`src/qsd_pkg.sv`:
```
// Constants shared by the quad serial port address decoder
//
// Functional notes
// Each channel owns eight consecutive byte registers
// Divisor access clear selects eight general registers
// Divisor access set: offsets 0/1 divisor bytes
// One user pair: 16-byte window, 16-byte boundary
// Two user pairs: ignore bit four, 32-byte window
// User base comes out of reset at 180h
// Two map selects per pair pick port mapping
// Channel enable removed: channel never answers
// Zero-wait select fitted: assert zero wait state
// Each channel interrupt routed to one host line
// Configuring party keeps interrupt lines unshared
// Lines 10, 11, 15 need extension connector
// Isolated channel mode: point, multi-drop, half-duplex
// Shipped defaults for addresses, interrupts, modes
// User window holds pair at base, base+8
// Standard ports 3F8h, 2F8h, 3E8h, 2E8h
package qsd_pkg;

  // ------------------------------------------------------------
  // Channel and address geometry
  // ------------------------------------------------------------
  localparam int CHAN_COUNT = 4;
  localparam int IRQ_LINES = 8;
  localparam int ADDR_W = 10;
  localparam int CHAN_SPAN = 8;
  localparam logic [9:0] PAIR_STRIDE = 10'h008;

  // Standard port bases, index 0 is port 1
  localparam logic [3:0][9:0] STD_BASE = {10'h2e8, 10'h3e8, 10'h2f8, 10'h3f8};

  // Pair map code {high, low} that selects the user window
  localparam logic [1:0] MAP_USER = 2'h3;

  // Line control bit that flips offsets 0/1 to the divisor
  localparam int LCR_DIVISOR_LATCH_ACCESS_BIT_BIT = 7;
  localparam logic [2:0] OFS_HOLD = 3'h0;
  localparam logic [2:0] OFS_IER = 3'h1;
  localparam logic [2:0] OFS_LCR = 3'h3;

  // ------------------------------------------------------------
  // Register identities reported with each decoded access
  // ------------------------------------------------------------
  localparam logic [3:0] REG_HOLDING_DATA = 4'h0;
  localparam logic [3:0] REG_INTERRUPT_ENABLE = 4'h1;
  localparam logic [3:0] REG_INT_STATUS_FIFO_CTRL = 4'h2;
  localparam logic [3:0] REG_LINE_CONTROL = 4'h3;
  localparam logic [3:0] REG_MODEM_CONTROL = 4'h4;
  localparam logic [3:0] REG_LINE_STATUS = 4'h5;
  localparam logic [3:0] REG_MODEM_STATUS = 4'h6;
  localparam logic [3:0] REG_SCRATCH_BYTE = 4'h7;
  localparam logic [3:0] REG_DIVISOR_LOW_BYTE = 4'h8;
  localparam logic [3:0] REG_DIVISOR_HIGH_BYTE = 4'h9;

  // ------------------------------------------------------------
  // Host interrupt line indices: 3,4,5,7,9,10,11,15
  // ------------------------------------------------------------
  localparam logic [2:0] IRQ_IDX_3 = 3'h0;
  localparam logic [2:0] IRQ_IDX_4 = 3'h1;
  localparam logic [2:0] IRQ_IDX_10 = 3'h5;
  localparam logic [2:0] IRQ_IDX_11 = 3'h6;

  // ------------------------------------------------------------
  // Values taken at reset (shipped configuration)
  // ------------------------------------------------------------
  localparam logic [5:0] RST_USER_BASE = 6'h18;
  localparam logic [3:0] RST_PAIR_MAP = 4'hb;
  localparam logic [3:0] RST_CHAN_ENABLE = 4'hf;
  localparam logic RST_ZERO_WAIT = 1'b1;
  localparam logic [11:0] RST_IRQ_SEL = {IRQ_IDX_3, IRQ_IDX_4, IRQ_IDX_10, IRQ_IDX_11};
  localparam logic [3:0] RST_MODE_SEL = 4'hf;

endpackage : qsd_pkg

```
`src/qsd_decoder.sv`:
```
// Quad serial port address decoder, interrupt router and mode steering
`timescale 1ns/1ps

module qsd_decoder
  import qsd_pkg::*;
(
  // Clock and reset
  input wire logic i_clk_sys,
  input wire logic i_srst,
  // Host expansion bus
  input wire logic [9:0] i_addr,
  input wire logic i_aen,
  input wire logic i_ior,
  input wire logic i_iow,
  input wire logic [7:0] i_data,
  // Configuration jumpers
  input wire logic [5:0] i_user_base_select,
  input wire logic [3:0] i_pair_map_select,
  input wire logic [3:0] i_channel_enable_select,
  input wire logic i_zero_wait_select,
  input wire logic [2:0] i_chan_a_irq_select,
  input wire logic [2:0] i_chan_b_irq_select,
  input wire logic [2:0] i_chan_c_irq_select,
  input wire logic [2:0] i_chan_d_irq_select,
  input wire logic i_chan_a_mode_select_first,
  input wire logic i_chan_a_mode_select_second,
  input wire logic i_chan_b_mode_select_first,
  input wire logic i_chan_b_mode_select_second,
  // UART interrupt requests, one per channel
  input wire logic [3:0] i_uart_irq,
  // UART selects
  output logic [3:0] o_chan_select,
  output logic [2:0] o_reg_offset,
  output logic [3:0] o_reg_id,
  output logic o_read_strobe,
  output logic o_write_strobe,
  // Bus answers
  output logic o_zero_wait,
  output logic [7:0] o_host_irq,
  output logic o_extension_needed,
  // Isolated channel wiring, bit 0 channel A, bit 1 channel B
  output logic [1:0] o_shared_transmit_pair,
  output logic [1:0] o_multi_drop
);

  // ------------------------------------------------------------
  // State record
  // ------------------------------------------------------------
  typedef struct packed {
    logic [5:0] cfg_base;     // User base bits 9..4
    logic [3:0] cfg_map;      // {second high, second low, first high, first low}
    logic [3:0] cfg_en;       // Channel enables
    logic cfg_zws;            // Zero wait fitted
    logic [11:0] cfg_irq;     // Line index per channel, A in low bits
    logic [3:0] cfg_mode;     // {B second, B first, A second, A first}
    logic [3:0] divisor_latch_access_bit;         // Divisor access copy per channel
    logic [3:0] chan_sel;     // One-hot UART select
    logic [2:0] reg_offset;   // Offset inside the window
    logic [3:0] reg_id;       // Register meant by the access
    logic rd;                 // Read strobe
    logic wr;                 // Write strobe
    logic zws;                // Zero-wait answer
    logic [7:0] irq;          // Routed host lines
    logic ext;                // Extension connector lines in use
    logic [1:0] shared_pair;  // Half duplex on transmit pair
    logic [1:0] multi;        // Multi-drop transmit gating
  } qsd_state_type;

  qsd_state_type st;       // Registered state
  qsd_state_type next_st;  // Next state

  // ------------------------------------------------------------
  // Per-channel window placement
  // ------------------------------------------------------------
  logic [3:0] chan_hit;         // Address falls in channel window
  logic [3:0][9:0] chan_base;   // Window base per channel

  for (genvar c = 0; c < CHAN_COUNT; c++) begin : g_chan
    logic [1:0] map;        // Map code of this channel's pair
    logic [1:0] std_idx;    // Standard port index
    logic [9:0] user_base;  // Base inside the user window
    assign map = st.cfg_map[2*(c/2) +: 2];
    // Second channel of a pair takes the next standard port
    assign std_idx = map + 2'(c % 2);
    // Both pairs user: 32-byte window, bit four ignored
    assign user_base = (st.cfg_map == 4'hf) ?
      ({st.cfg_base[5:1], 5'h00} + 10'(c * CHAN_SPAN)) :
      ({st.cfg_base, 4'h0} + ((c % 2 == 1) ? PAIR_STRIDE : 10'h000));
    assign chan_base[c] = (map == MAP_USER) ? user_base : STD_BASE[std_idx];
    // Eight-byte match gated by the channel enable
    assign chan_hit[c] = st.cfg_en[c] && (i_addr[9:3] == chan_base[c][9:3]);
  end

  // ------------------------------------------------------------
  // Next-state logic
  // ------------------------------------------------------------
  always_comb begin
    logic access;      // Live I/O cycle on the bus
    logic [3:0] sel;   // Prioritised select
    logic sel_divisor_latch_access_bit;    // Divisor access of selected channel
    next_st = st;
    access = !i_aen && (i_ior || i_iow);
    sel = 4'h0;
    sel_divisor_latch_access_bit = 1'b0;
    // Jumpers followed every cycle after reset
    next_st.cfg_base = i_user_base_select;
    next_st.cfg_map = i_pair_map_select;
    next_st.cfg_en = i_channel_enable_select;
    next_st.cfg_zws = i_zero_wait_select;
    next_st.cfg_irq = {i_chan_d_irq_select, i_chan_c_irq_select,
                       i_chan_b_irq_select, i_chan_a_irq_select};
    next_st.cfg_mode = {i_chan_b_mode_select_second, i_chan_b_mode_select_first,
                        i_chan_a_mode_select_second, i_chan_a_mode_select_first};
    // Lowest channel wins where windows overlap
    for (int c = CHAN_COUNT - 1; c >= 0; c--) begin
      if (access && chan_hit[c]) begin
        sel = 4'h0;
        sel[c] = 1'b1;
        sel_divisor_latch_access_bit = st.divisor_latch_access_bit[c];
      end
    end
    next_st.chan_sel = sel;
    next_st.reg_offset = i_addr[2:0];
    next_st.rd = (sel != 4'h0) && i_ior;
    next_st.wr = (sel != 4'h0) && i_iow;
    // Zero wait only on our own accesses
    next_st.zws = st.cfg_zws && (sel != 4'h0);
    // Register identity from offset and divisor access
    if (sel_divisor_latch_access_bit && (i_addr[2:0] == OFS_HOLD)) begin
      next_st.reg_id = REG_DIVISOR_LOW_BYTE;
    end else if (sel_divisor_latch_access_bit && (i_addr[2:0] == OFS_IER)) begin
      next_st.reg_id = REG_DIVISOR_HIGH_BYTE;
    end else begin
      next_st.reg_id = {1'b0, i_addr[2:0]};
    end
    // Snoop line control writes for the divisor access bit
    for (int c = 0; c < CHAN_COUNT; c++) begin
      if (sel[c] && i_iow && (i_addr[2:0] == OFS_LCR)) begin
        next_st.divisor_latch_access_bit[c] = i_data[LCR_DIVISOR_LATCH_ACCESS_BIT_BIT];
      end
    end
    // Route each UART request to its one host line
    next_st.irq = 8'h00;
    next_st.ext = 1'b0;
    for (int c = 0; c < CHAN_COUNT; c++) begin
      if (st.cfg_en[c]) begin
        next_st.irq[st.cfg_irq[3*c +: 3]] = next_st.irq[st.cfg_irq[3*c +: 3]]
                                            | i_uart_irq[c];
        // Lines 10, 11 and 15 sit on the extension connector
        if (st.cfg_irq[3*c +: 3] >= IRQ_IDX_10) begin
          next_st.ext = 1'b1;
        end
      end
    end
    // Isolated channel wiring from the mode selects
    for (int c = 0; c < 2; c++) begin
      next_st.shared_pair[c] = st.cfg_mode[2*c] && st.cfg_mode[2*c+1];
      next_st.multi[c] = !st.cfg_mode[2*c] && st.cfg_mode[2*c+1];
    end
  end

  // ------------------------------------------------------------
  // State register
  // ------------------------------------------------------------
  always_ff @(posedge i_clk_sys) begin
    if (i_srst) begin
      st <= '0;
      // Shipped configuration until the jumpers are sampled
      st.cfg_base <= RST_USER_BASE;
      st.cfg_map <= RST_PAIR_MAP;
      st.cfg_en <= RST_CHAN_ENABLE;
      st.cfg_zws <= RST_ZERO_WAIT;
      st.cfg_irq <= RST_IRQ_SEL;
      st.cfg_mode <= RST_MODE_SEL;
    end else begin
      st <= next_st;
    end
  end

  // ------------------------------------------------------------
  // Outputs straight from the state register
  // ------------------------------------------------------------
  assign o_chan_select = st.chan_sel;
  assign o_reg_offset = st.reg_offset;
  assign o_reg_id = st.reg_id;
  assign o_read_strobe = st.rd;
  assign o_write_strobe = st.wr;
  assign o_zero_wait = st.zws;
  assign o_host_irq = st.irq;
  assign o_extension_needed = st.ext;
  assign o_shared_transmit_pair = st.shared_pair;
  assign o_multi_drop = st.multi;
endmodule : qsd_decoder

```
`config.mk`:
```
export PLATFORM = sky130hd
export DESIGN_NAME = qsd_decoder
export DESIGN_NICKNAME = d
export VERILOG_FILES = /design/src/qsd_pkg.sv /design/src/qsd_decoder.sv
export SDC_FILE = /design/constraint.sdc
export NUM_CORES = 1
export LEC_CHECK = 0
export BUFFER_PORTS_ARGS = -buffer_cell sky130_fd_sc_hd__buf_2
export CELL_PAD_IN_SITES_DETAIL_PLACEMENT = 1
export CELL_PAD_IN_SITES_GLOBAL_PLACEMENT = 1
export CORE_ASPECT_RATIO = 0.5
export CORE_MARGIN = 10
export CORE_UTILIZATION = 42
export DETAILED_ROUTE_END_ITERATION = 8
export PLACE_DENSITY = 0.83
export RECOVER_POWER = 25
export REMOVE_ABC_BUFFERS = 1
export SLEW_MARGIN = 5
export SYNTH_ARGS = -nofsm -noshare
export SYNTH_HDL_FRONTEND = slang
export SYNTH_SLANG_ARGS = --single-unit
export TNS_END_PERCENT = 1
```
`constraint.sdc`:
```
create_clock -name i_clk_sys -period 3.5 [get_ports i_clk_sys]
set_clock_uncertainty 0.05 [all_clocks]
set_input_delay 0.7 -clock i_clk_sys [delete_from_list [all_inputs] [get_ports i_clk_sys]]
set_output_delay 0.7 -clock i_clk_sys [all_outputs]
set_load 0.1 [all_outputs]
```
==> results summary, run 1 <==
The clock passes through at most 2 buffers. The count of routing violations after the opening detailed-route iteration is around 130. The slowest library cell on the worst path is sky130_fd_sc_hd__or4_4. The multiplexer share of the synthesized area is 1.55%. Counting flops with an async set or reset pin after synthesis yields a share of 0%. The flow ran to the end, and the final reports show no timing, DRC or antenna violations. The number of endpoints failing setup at the final stage came out at 0. The path with the worst hold slack has its endpoint at o_zero_wait. The worst-case register-to-register setup slack is around 750 ps. After synthesis, the cell types taking the most area are sky130_fd_sc_hd__dfxtp_1 37%, sky130_fd_sc_hd__buf_4 5.4%, sky130_fd_sc_hd__nor2b_1 4.3%. The maximum number of pins on one net before global-route repair came out at 26. The fraction of layout cells with a size suffix above 1 is ~30%. The peak ir drop on the vdd network is 0.000214 V. The sink count of the clock tree came out at just over 60. The number of search-and-repair iterations in the first detailed-routing pass came out at 4.

The post-synthesis sequential element count came out at 62. In this run the most critical hold path is launched from st[47]. After synthesis, the largest family of logic cells by area is simple AND/OR/NAND/NOR gates. The share of synthesized area in the top cell type comes to 37.5%. For the worst-skew pair, the clock arrives at the later sink with an insertion delay of roughly 320 ps. The pin slew with the least headroom to its limit came out at approximately 1000 ps. The via count of the first global-routing pass was about 3000. The post-synth design cell area came out at about 3300 um^2. The largest total area in the synthesized netlist belongs to sky130_fd_sc_hd__dfxtp_1. The total detailed-routing wirelength is roughly 9.0 mm. After detailed placement, the total cell area comes to between 3000 and 4000 um^2. The I/O pin count came out at 85.

In this run, synthesis inferred 0 flip-flops with an integrated enable. In the finished design, the share of the clock period the worst path needs comes to around 78%. The number of antenna violations at the first check in global routing came out at 0. The detailed placer's ending HPWL came out at 6.61 mm. The width of the die is 146 um.

The Yosys warning count came out at 0. In this run the remaining antenna-violating nets after routing total 0. The die covers around 12000 um^2. The routed length per instance came out at ~17 um. The count of placed standard cells including taps is ~530. The most common cell in the synthesized netlist is sky130_fd_sc_hd__dfxtp_1. The compound-gate portion of the synthesized area came out at approximately 16%. The number of standard cells after synthesis came out at between 300 and 400. The critical path is of the reg -> reg type. The netlist uses 62 different library cells. For the worst setup path, the data arrival time is ~2900 ps. Row generation in the floorplan step produced 22 rows. The type of origin of the critical path is a flop. In the post-route analysis, the smallest setup slack over all paths is about 750 ps. After global routing the overflow that remains totals 0. The buffer count from post-CTS setup fixing is 0. Excluding fillers, the count of instances in the completed layout stands at 543. The final RePlAce weighted congestion came out at about 0.84. Measured along the y axis, the die boundary spans 82.8 um.

The area share of and/or/nand/nor cells after synthesis came out at 27.6%. The number of buffers added by the clock tree synthesis step is 9. For this design the ratio of total power to cell area is between 500 and 600 nW/um^2. TritonCTS built the clock tree. The ratio of routed vias to standard cells is approximately 5.3.

The aggregate negative setup slack is 0 ps. The number of gates resized after CTS was 0. The net count of the finished layout came out at 494. The largest incremental delay on the critical path is about 500 ps. The leakage power summed over all cells came out at ~1.7 nW. The required time reported for the critical path endpoint came out at 3620 ps. The max-capacitance violation count is 0. The highest net fanout along the worst path is 12. The worst setup path is captured at a flop.

The worst relative slew slack is between 30% and 40%. The fraction of the mapped netlist area in adder cells is 2.27%. The worst register-to-register path ends at st[30]. Once layout is complete, the utilization of the core stands at a little over half.

The post-place setup slack is 769 ps. The effective utilization at floorplan came out at ~44%. The area overhead of the layout relative to synthesis is 17.9%.

After detailed routing, the number of remaining DRC violations is 0. The clock transition at the register clock pins on the worst setup and hold paths after CTS came out at approximately 50 ps. For this run, the leading register cell type out of synthesis is sky130_fd_sc_hd__dfxtp_1. The number of antenna repair diodes is 0. The number of cells on the worst hold path is 2. The mean post-synth cell area came out at between 8 and 9 um^2. The critical path depth came out at 8. The length in cells of the worst reg-to-reg path came out at 8. The kind of cell with the highest combined delay along the critical path is simple AND/OR/NAND/NOR gates. The path type of the worst min-delay path is reg -> reg. The final hold slack is about 380 ps. The sequential fraction of the synthesis area came out at 37.5%. Hold repair after CTS inserted 0 buffers. The clock root buffer is sky130_fd_sc_hd__clkbuf_16. The sum of buffers and inverters on the critical path came out at 0. In this run the tool buffered the top-level ports with 77 buffer cells. The maximum clock frequency came out at 364 MHz. The commonest cells after synthesis are 62 x sky130_fd_sc_hd__dfxtp_1, 24 x sky130_fd_sc_hd__buf_4, 23 x sky130_fd_sc_hd__nor2b_1. Global routing used between 10% and 20% of the available tracks. The count of final max-slew check failures is 0. The startpoint identified for the worst register-to-register timing path is g_chan[2].map[1]. The share of the synthesized netlist area taken by xor and xnor gates is roughly 4.2%. The core box area is 7490 um^2. The critical path goes through ha_1 -> nor3b_1 -> a21oi_1 -> xor2_1 -> or4_4 -> or4_4 -> o21ai_2 -> a21oi_1. The first global-routing pass estimated about 15 mm of wire. The count of vias placed by the detailed router came out at ~2900. The count of endpoints failing hold in the final timing report came to 0.

Setup repair after global routing left no endpoint under its margin. The clock period could shrink to about 2700 ps. Total power for the finished layout comes to between 2 and 2.5 mW. The finished cells cover 3900 um^2. The depth of the CTS H-tree came out at 3.
==> cell usage in the layout (no fill, tap or decap), types with 3 or more instances in the layout <==
cell type                   instances
sky130_fd_sc_hd__xnor2_1            4
sky130_fd_sc_hd__nor2b_1           23
sky130_fd_sc_hd__mux2i_1            4
sky130_fd_sc_hd__inv_1             18
sky130_fd_sc_hd__and3_1             7
sky130_fd_sc_hd__nand4_1            8
sky130_fd_sc_hd__and2_1             3
sky130_fd_sc_hd__o21ai_0            9
sky130_fd_sc_hd__xor2_1            12
sky130_fd_sc_hd__a31oi_1            7
sky130_fd_sc_hd__nand3_1           11
sky130_fd_sc_hd__nand2_1           22
sky130_fd_sc_hd__a21oi_1           21
sky130_fd_sc_hd__and3b_1            3
sky130_fd_sc_hd__nor2_1            21
sky130_fd_sc_hd__dfxtp_1           62
sky130_fd_sc_hd__clkbuf_1           4
sky130_fd_sc_hd__or3_1              3
sky130_fd_sc_hd__o2111ai_1          3
sky130_fd_sc_hd__o211ai_1           8
sky130_fd_sc_hd__ha_1               6
sky130_fd_sc_hd__nor3_1             3
sky130_fd_sc_hd__clkbuf_8           3
sky130_fd_sc_hd__clkbuf_16          9
sky130_fd_sc_hd__nor4_1             3
sky130_fd_sc_hd__nor3b_1            4
sky130_fd_sc_hd__buf_2             76
sky130_fd_sc_hd__nand2b_1           4
sky130_fd_sc_hd__or2_2             21
sky130_fd_sc_hd__nor4_2             3
sky130_fd_sc_hd__nand3b_1           4
==> layer usage <==
metal	part of all wire (%)	global-route usage (%)
met1	41	16.0
met2	53	28.6
met3	4.6	4.82
met4	1.8	4.81
met5	0	0
==> worst max path at each step <==
stage,from,to,slack [ps]
2_1_floorplan,i_aen,st[29],970
3_3_place_gp,i_addr[6],st[30],810
3_5_place_dp,i_addr[6],st[30],770
4_1_cts,g_chan[0].map[1],o_reg_id[3],780
5_1_grt,g_chan[0].map[1],o_reg_id[3],500
6_report,g_chan[2].map[1],st[30],750
==> sequential cells by signal, summed over array words and instances, names as in the netlist <==
name	count
o_read_strobe	1
o_reg_id	4
o_extension_needed	1
st	31
o_reg_offset	3
o_zero_wait	1
o_shared_transmit_pair	2
o_host_irq	8
g_chan.map	4
o_multi_drop	2
o_chan_select	4
o_write_strobe	1
==> cells by family after synthesis <==
family | Yosys count
buffers and inverters | 63
adder cells (fa/ha/maj) | 6
AND/OR/NAND/NOR | 154
multiplexers | 5
flip-flops | 62
XOR/XNOR | 16
AO/OA/AOI/OAI | 77
==> where the power goes <==
group          switching [mW]  internal, mW  leakage (nW)
clock network           0.298         0.680         0.166
registers              0.0362         0.739         0.512
logic                   0.201        0.0982          1.01
total                   0.535          1.52          1.69
==> worst register-to-register path, cell delays in order, from the launching register on <==
cell and delay (ps):
sky130_fd_sc_hd__dfxtp_1 380, sky130_fd_sc_hd__ha_1 440, sky130_fd_sc_hd__nor3b_1 340, sky130_fd_sc_hd__a21oi_1 100, sky130_fd_sc_hd__xor2_1 150, sky130_fd_sc_hd__or4_4 500, sky130_fd_sc_hd__or4_4 440, sky130_fd_sc_hd__o21ai_2 130
sky130_fd_sc_hd__a21oi_1 70
==> cell type report <==
cell class / instances / area [um^2]
fillers: 917 / 3580
multi-input cells: 258 / 1720
flip-flops and latches: 62 / 1240
repair buffers: 81 / 407
clock buffers: 13 / 270
well taps: 108 / 135
inverters: 18 / 67.6
clock inverters: 3 / 65.1
No activity file was read; power rests on OpenSTA's default activity.
==> run 2, diff against run 1 <==
--- a/config.mk
+++ b/config.mk
@@ -10,9 +10,9 @@
 export CELL_PAD_IN_SITES_GLOBAL_PLACEMENT = 1
 export CORE_ASPECT_RATIO = 0.5
 export CORE_MARGIN = 10
-export CORE_UTILIZATION = 42
+export CORE_UTILIZATION = 35
 export DETAILED_ROUTE_END_ITERATION = 8
-export PLACE_DENSITY = 0.83
+export PLACE_DENSITY = 0.73
 export RECOVER_POWER = 25
 export REMOVE_ABC_BUFFERS = 1
 export SLEW_MARGIN = 5
==> constraint.sdc (replaced) <==
create_clock -name i_clk_sys -period 2.3 [get_ports i_clk_sys]
set_clock_uncertainty 0.05 [all_clocks]
set_input_delay 0.46 -clock i_clk_sys [delete_from_list [all_inputs] [get_ports i_clk_sys]]
set_output_delay 0.46 -clock i_clk_sys [all_outputs]
set_load 0.1 [all_outputs]
==> results summary, run 2 (synthesis results as in run 1) <==
The sum of internal, switching and leakage power is 2.96 mW (+44%). The setup slack of the critical path after layout came out at -42.0 ps (-796 ps). The maximum number of pins on one net before global-route repair was 29 (+12%). The max-capacitance violation count came out at 0 (unchanged). The clock root buffer is sky130_fd_sc_hd__clkbuf_16. The length in cells of the worst reg-to-reg path was 10 (+2).

The maximum clock frequency is 427 MHz (+17%). The count of final max-slew check failures is 0 (unchanged). The worst relative slew slack is 67.3% (+36 points).

The sink count of the clock tree was 62 (unchanged). TritonCTS built the clock tree. The final instance count without filler cells is 599 (+10%). The power per standard cell area is 668 nW/um^2 (+27%).

The total detailed-routing wirelength is 10.1 mm (+13%). The number of search-and-repair iterations in the first detailed-routing pass is 4 (unchanged). The clock network latency to the later pin of the worst-skew pair came out at 330 ps (about the same). The post-layout minimum cycle time was 2340 ps (-404 ps). The routed length per instance is 16.9 um (+2.1%). The highest net fanout along the worst path came to 11 (-1). The core box area came out at 8950 um^2 (+20%). The clock share of power was 41.4% (-6.2 points). The effective utilization at floorplan came to 37.0% (-7.2 points). The number of cells on the worst hold path is 2 (unchanged). The fraction of the cycle the final worst path needs came out at 102% (+23 points). The post-cts hold buffer count was 0 (unchanged). The flip-flop count of the largest register after layout is 31 (unchanged).

The final core utilization came out at 49.6% (-2.6 points). The overall routing resource usage came out at 14.2% (-0.83 points). The count of fill cells added during filler insertion was 1081 (+18%). The relative contribution of sequential cells to total power came out at 39.5% (+1.7 points). The total congestion overflow after global routing is 0 (unchanged). The count of vias placed by the detailed router came out at 3030 (+5.3%). The number of buffers added by the clock tree synthesis step is 9 (unchanged). The checks that failed: setup timing.

The fraction of layout cells with a size suffix above 1 was 42.7% (+13 points). The number of antenna violations at the first check in global routing came to 0 (unchanged). The number of antenna repair diodes was 0 (unchanged). The count of endpoints failing hold in the final timing report is 0 (unchanged). The area overhead of the layout relative to synthesis came out at 33.9%.

The net count of the finished layout is 541 (+9.5%). The required time reported for the critical path endpoint was 2470 ps (-1150 ps). The combinational share of power is 19.1% (+4.5 points). The ratio of routed vias to standard cells was 5.06 (-4.6%). The final RePlAce weighted congestion came out at 0.798 (-5.0%). STA classifies the critical path startpoint as a flop. The pin slew with the least headroom to its limit is 486 ps (-540 ps). The footprint of the multi-input gates is 1900 um^2 (+10%).

The leakage power summed over all cells came to 1.94 nW (+15%). The count of routing violations after the opening detailed-route iteration is 130 (+1.6%). The switching share of power came to 29.4% (+3.3 points). The wire length of the first global-routing pass is 15.7 mm (+6.9%). The via count of the first global-routing pass is 3227 (+6.2%). The detailed placer's ending HPWL is 7.47 mm (+13%).

The DRC violation count after routing is 0 (unchanged). The arrival time at the worst endpoint is 2510 ps (-360 ps). The cell-internal power came out at 2.09 mW (+38%).

The floorplan die height came out at 88.8 um (+7.2%). The maximum buffer depth of the clock tree came out at 2 (unchanged). Ranked by flip-flop count, first place goes to st. The count of placed standard cells including taps is 577 (+9.5%). Leaving out fill and tap cells, the most frequent cells in the layout are 77 x sky130_fd_sc_hd__buf_2, 54 x sky130_fd_sc_hd__dfxtp_1, 46 x sky130_fd_sc_hd__buf_4. Setup repair after global routing could not meet its margin everywhere.

The count of standard-cell rows was 24 (+9.1%). The clock transition at the register clock pins on the worst setup and hold paths after CTS came to 50 ps (about the same). The area of the die is 14000 um^2 (+16%). The kind of end point of the critical path is a flop. The number of buffer cells added on primary ports is 77 (unchanged).

The library cell used most frequently in the layout, excluding fill and tap cells, is sky130_fd_sc_hd__buf_2. The depth of the CTS H-tree came to 3 (unchanged). The run finished, with violations left. The width of the die came out at 158 um (+8.2%). The I/O pin count came to 85 (unchanged).

The number of antenna-violating nets in the routed design is 0 (unchanged). The number of endpoints failing setup at the final stage is 7 (+7). In this run the worst hold path is classified as in -> reg. The net switching power figure is 0.872 mW (+63%).

The startpoint-to-endpoint class of the critical path is reg -> reg. The sequential cell area in the final layout came to 1250 um^2 (+1.0%). The peak ir drop on the vdd network was 0.000322 V (+50%).
==> run 2: cell types whose count changed in the layout (fill, tap and decap cells not counted), sizes merged <==
| cell | previous run | this run |
|---|---|---|
| clkinvlp | 0 | 1 |
| clkbuf | 16 | 12 |
| bufinv | 2 | 0 |
| buf | 78 | 128 |
| clkinv | 1 | 3 |
==> run 2: critical path, stage by stage (launching register included) <==
cell and delay (ps):
sky130_fd_sc_hd__dfxtp_2 360, sky130_fd_sc_hd__ha_4 170, sky130_fd_sc_hd__buf_8 140, sky130_fd_sc_hd__xor2_1 170, sky130_fd_sc_hd__nand3_1 100, sky130_fd_sc_hd__or3b_4 400, sky130_fd_sc_hd__nor4_4 290, sky130_fd_sc_hd__buf_4 180
sky130_fd_sc_hd__nand3b_1 120, sky130_fd_sc_hd__mux2i_1 180, sky130_fd_sc_hd__nor2_1 60
==> run 2: metrics by stage <==
step                      hold WS (ps)  setup WS (ps)  setup TNS [ps]  cell area (um^2)
after CTS                          251          -21.1           -37.5              4250
final                              260          -42.0            -153              4430
after global routing               242           -159           -1080              4430
after global placement             347           -120            -432              3910
after detailed placement           354           -177            -824              3910
after floorplan                    339           -161            -701              3030
==> run 2: worst paths after layout <==
path	start	to	slack, ps
worst max-delay path	g_chan[0].map[0]	st[28]	-40
worst min-delay path	i_chan_a_irq_select[2]	st[37]	260
worst max register to register	g_chan[0].map[0]	st[28]	-40
worst min register to register	st[47]	o_zero_wait	360
==> run 2: what timing repair did <==
item	CTS	global route
hold endpoints to repair	0	0
buffers inserted	0	6
gates resized for setup	16	29
pin swaps	2	16
setup endpoints to repair	15	18
==> run 2: power by group through the flow <==
stage	Sequential [mW]	Clock (mW)	Combinational (mW)
after global placement	1.19	0	0.510
after detailed placement	1.19	0	0.521
after CTS	1.17	1.26	0.539
final	1.17	1.23	0.566
after global routing	1.18	1.32	0.612
after floorplan	1.33	0	0.183
==> run 2: layer usage <==
layer / routed length (um) / global-route usage (%) / share of wire (%) / up-vias
li1: - / - / - / 1501
met1: 4330 / 15.8 / 43 / 1471
met2: 5330 / 26.0 / 53 / 42
met3: 337 / 3.78 / 3.3 / 16
met4: 147 / 4.97 / 1.4 / 0
met5: 0 / 0 / 0 / -
==> run 2: final cells by class <==
| type | count | area share, % |
|---|---|---|
| multi-input cells | 258 | 42.7 |
| flip-flops and latches | 62 | 28.3 |
| repair buffers | 128 | 18.0 |
| clock buffers | 12 | 5.56 |
| well taps | 117 | 3.30 |
| inverters | 18 | 1.58 |
| clock inverters | 4 | 0.508 |
==> run 3, diff against run 2 <==
--- a/config.mk
+++ b/config.mk
@@ -5,13 +5,13 @@
 export SDC_FILE = /design/constraint.sdc
 export NUM_CORES = 1
 export LEC_CHECK = 0
-export BUFFER_PORTS_ARGS = -buffer_cell sky130_fd_sc_hd__buf_2
 export CELL_PAD_IN_SITES_DETAIL_PLACEMENT = 1
 export CELL_PAD_IN_SITES_GLOBAL_PLACEMENT = 1
 export CORE_ASPECT_RATIO = 0.5
 export CORE_MARGIN = 10
-export CORE_UTILIZATION = 35
+export CORE_UTILIZATION = 42
 export DETAILED_ROUTE_END_ITERATION = 8
+export DONT_BUFFER_PORTS = 1
 export PLACE_DENSITY = 0.73
 export RECOVER_POWER = 25
 export REMOVE_ABC_BUFFERS = 1
==> results summary, run 3 (synthesis results as in run 1) <==
The detailed placer's ending HPWL is 7.13 mm (-4.6%). The leakage power summed over all cells came to 1.70 nW (-13%). The number of buffers added by the clock tree synthesis step came out at 9 (unchanged).

The fraction of the cycle the final worst path needs came out at 102% (+0.27 points). The effective utilization at floorplan is 44.2% (+7.2 points). The ratio of routed vias to standard cells is 5.45 (+7.8%). The depth of the CTS H-tree was 3 (unchanged). The sum of internal, switching and leakage power came to 3.04 mW (+2.5%). TritonCTS built the clock tree. The total detailed-routing wirelength was 10.3 mm (+1.8%).

The post-route standard cell area excluding fillers was 4140 um^2 (-6.6%). The I/O pin count came out at 85 (unchanged). The commonest non-fill, non-tap cell in the layout is sky130_fd_sc_hd__buf_4.

The area of the die came out at 12000 um^2 (-14%). The capture point of the critical path is st[30]. The number of cells on the worst hold path came out at 1 (-1).

The highest net fanout along the worst path was 4 (-7). The routed length per instance came out at 19.5 um (+15%). The maximum buffer depth of the clock tree came out at 2 (unchanged). The checks that failed: setup timing. The maximum clock frequency was 426 MHz (-0.26%).

Setup repair after global routing could not meet its margin everywhere. The worst-case register-to-register setup slack is -50 ps (about the same). The core box area came out at 7490 um^2 (-16%). The fraction of layout cells with a size suffix above 1 is 35.8% (-7.0 points).

The number of buffer cells added on primary ports is 0 (-100%). The startpoint identified for the worst register-to-register timing path is g_chan[2].map[1]. In this run the worst hold path is classified as in -> reg. The power per standard cell area is 733 nW/um^2 (+9.7%). The floorplan die height came out at 82.8 um (-6.7%). In this run the critical register-to-register path is captured at st[30].

The number of antenna violations at the first check in global routing came to 0 (unchanged). The net count of the finished layout is 481 (-11%). The clock network latency to the later pin of the worst-skew pair came out at 320 ps (about the same). The count of final max-slew check failures is 0 (unchanged). The worst relative slew slack is 66.1% (-1.2 points).

The count of standard-cell rows came out at 22 (-8.3%). The startpoint-to-endpoint class of the critical path is reg -> reg. The post-layout minimum cycle time is 2350 ps (+6.10 ps). The worst setup path is launched from a flop. The count of routing violations after the opening detailed-route iteration is 184 (+42%). The arrival time at the worst endpoint is 2510 ps (about the same). The number of endpoints failing setup at the final stage came out at 1 (-6).

The length in cells of the worst reg-to-reg path came to 8 (-2). The pin slew with the least headroom to its limit came out at 507 ps (+20.8 ps). The most critical setup path has its startpoint at g_chan[2].map[1]. The required time reported for the critical path endpoint is 2460 ps (about the same). The DRC violation count after routing is 0 (unchanged).

The flip-flop count of the largest register after layout came out at 31 (unchanged). Clock tree synthesis selected as its root buffer the cell sky130_fd_sc_hd__clkbuf_16. The area overhead of the layout relative to synthesis came out at 25.1%.

The final RePlAce weighted congestion came out at 0.822 (+3.0%). The sink count of the clock tree came out at 62 (unchanged). The clock transition at the register clock pins on the worst setup and hold paths after CTS is 50 ps (about the same).

More flip-flops sit in one register than any other, and that register is st. The overall routing resource usage came out at 16.2% (+2.0 points). In the layout the commonest cells are 66 x sky130_fd_sc_hd__buf_4, 52 x sky130_fd_sc_hd__dfxtp_1, 23 x sky130_fd_sc_hd__nor2b_1. The placed instance area is 3630 um^2 (-7.0%).

The number of search-and-repair iterations in the first detailed-routing pass came out at 4 (unchanged). The total congestion overflow after global routing is 0 (unchanged). The count of fill cells added during filler insertion is 891 (-18%). The via count of the first global-routing pass came out at 3088 (-4.3%).

The count of endpoints failing hold in the final timing report came to 0 (unchanged). The aggregate negative setup slack is -48.1 ps (+105 ps). The peak ir drop on the vdd network is 0.000460 V (+43%). The wire length of the first global-routing pass came out at 15.8 mm (+0.36%). The number of antenna-violating nets in the routed design was 0 (unchanged). The max-capacitance violation count was 0 (unchanged). The kind of end point of the critical path is a flop. The flow ran to the end, but the final reports show violations. The width of the die is 146 um (-7.6%).

The maximum number of pins on one net before global-route repair is 62 (+110%). The count of vias placed by the detailed router is 2895 (-4.5%). The setup slack of the critical path after layout is -48.1 ps (-6.10 ps). The post-cts hold buffer count was 0 (unchanged).
==> run 3: per-stage QoR <==
step           std cells  hold WS, ps  utilization (%)  worst slack [ps]
2_1_floorplan        338          339                -              -161
3_3_place_gp         509          343             48.5             -96.6
5_1_grt              530          139             55.3              -127
3_5_place_dp         509          352             48.5              -164
4_1_cts              527          143             53.4             -68.5
6_report             531          154             55.3             -48.1
==> run 3: what timing repair did <==
| item | in CTS | in global routing |
|---|---|---|
| setup endpoints to repair | 12 | 18 |
| pin swaps | 3 | 14 |
| hold endpoints to repair | 0 | 0 |
| buffers inserted | 2 | 3 |
| resized for setup | 11 | 33 |
==> run 3: how the worst min path moves through the flow <==
stage / endpoint / startpoint / slack (ps)
after global routing: st[29] / i_srst / 140
after CTS: g_chan[2].map[0] / i_srst / 140
final: g_chan[2].map[0] / i_srst / 150
after global placement: o_multi_drop[1] / st[33] / 340
after floorplan: o_multi_drop[1] / st[33] / 340
after detailed placement: o_multi_drop[0] / st[31] / 350
==> run 3: final cells by class <==
type | count | area (um^2) | share of cell area [%]
repair buffers | 68 | 518 | 12.5
well taps | 108 | 135 | 3.26
inverters | 18 | 67.6 | 1.63
multi-input cells | 258 | 1860 | 44.9
clock buffers | 12 | 256 | 6.20
clock inverters | 4 | 45.0 | 1.09
diodes | 1 | 2.50 | 0.0604
flip-flops and latches | 62 | 1260 | 30.3
==> run 3: routing by layer <==
layer	GRT usage (%)	vias to the layer above	share of wire [%]
li1	-	1384	-
met1	16.4	1435	39
met2	31.5	60	55
met3	5.41	16	5.0
met4	6.01	0	1.8
met5	0	-	0
==> run 3: worst max-delay path: stages (launching register included) <==
cell and delay, ps:
sky130_fd_sc_hd__dfxtp_2 360, sky130_fd_sc_hd__ha_4 170, sky130_fd_sc_hd__mux2i_2 210, sky130_fd_sc_hd__xor2_1 190, sky130_fd_sc_hd__nand4_1 140, sky130_fd_sc_hd__or4_4 460
sky130_fd_sc_hd__or4_4 440, sky130_fd_sc_hd__o21ai_2 140, sky130_fd_sc_hd__a21oi_1 70
==> run 3: report_power, final <==
part / leakage (nW) / internal, mW / switching, mW
Combinational: 1.03 / 0.188 / 0.320
Clock: 0.152 / 0.891 / 0.462
Sequential: 0.511 / 1.13 / 0.0478
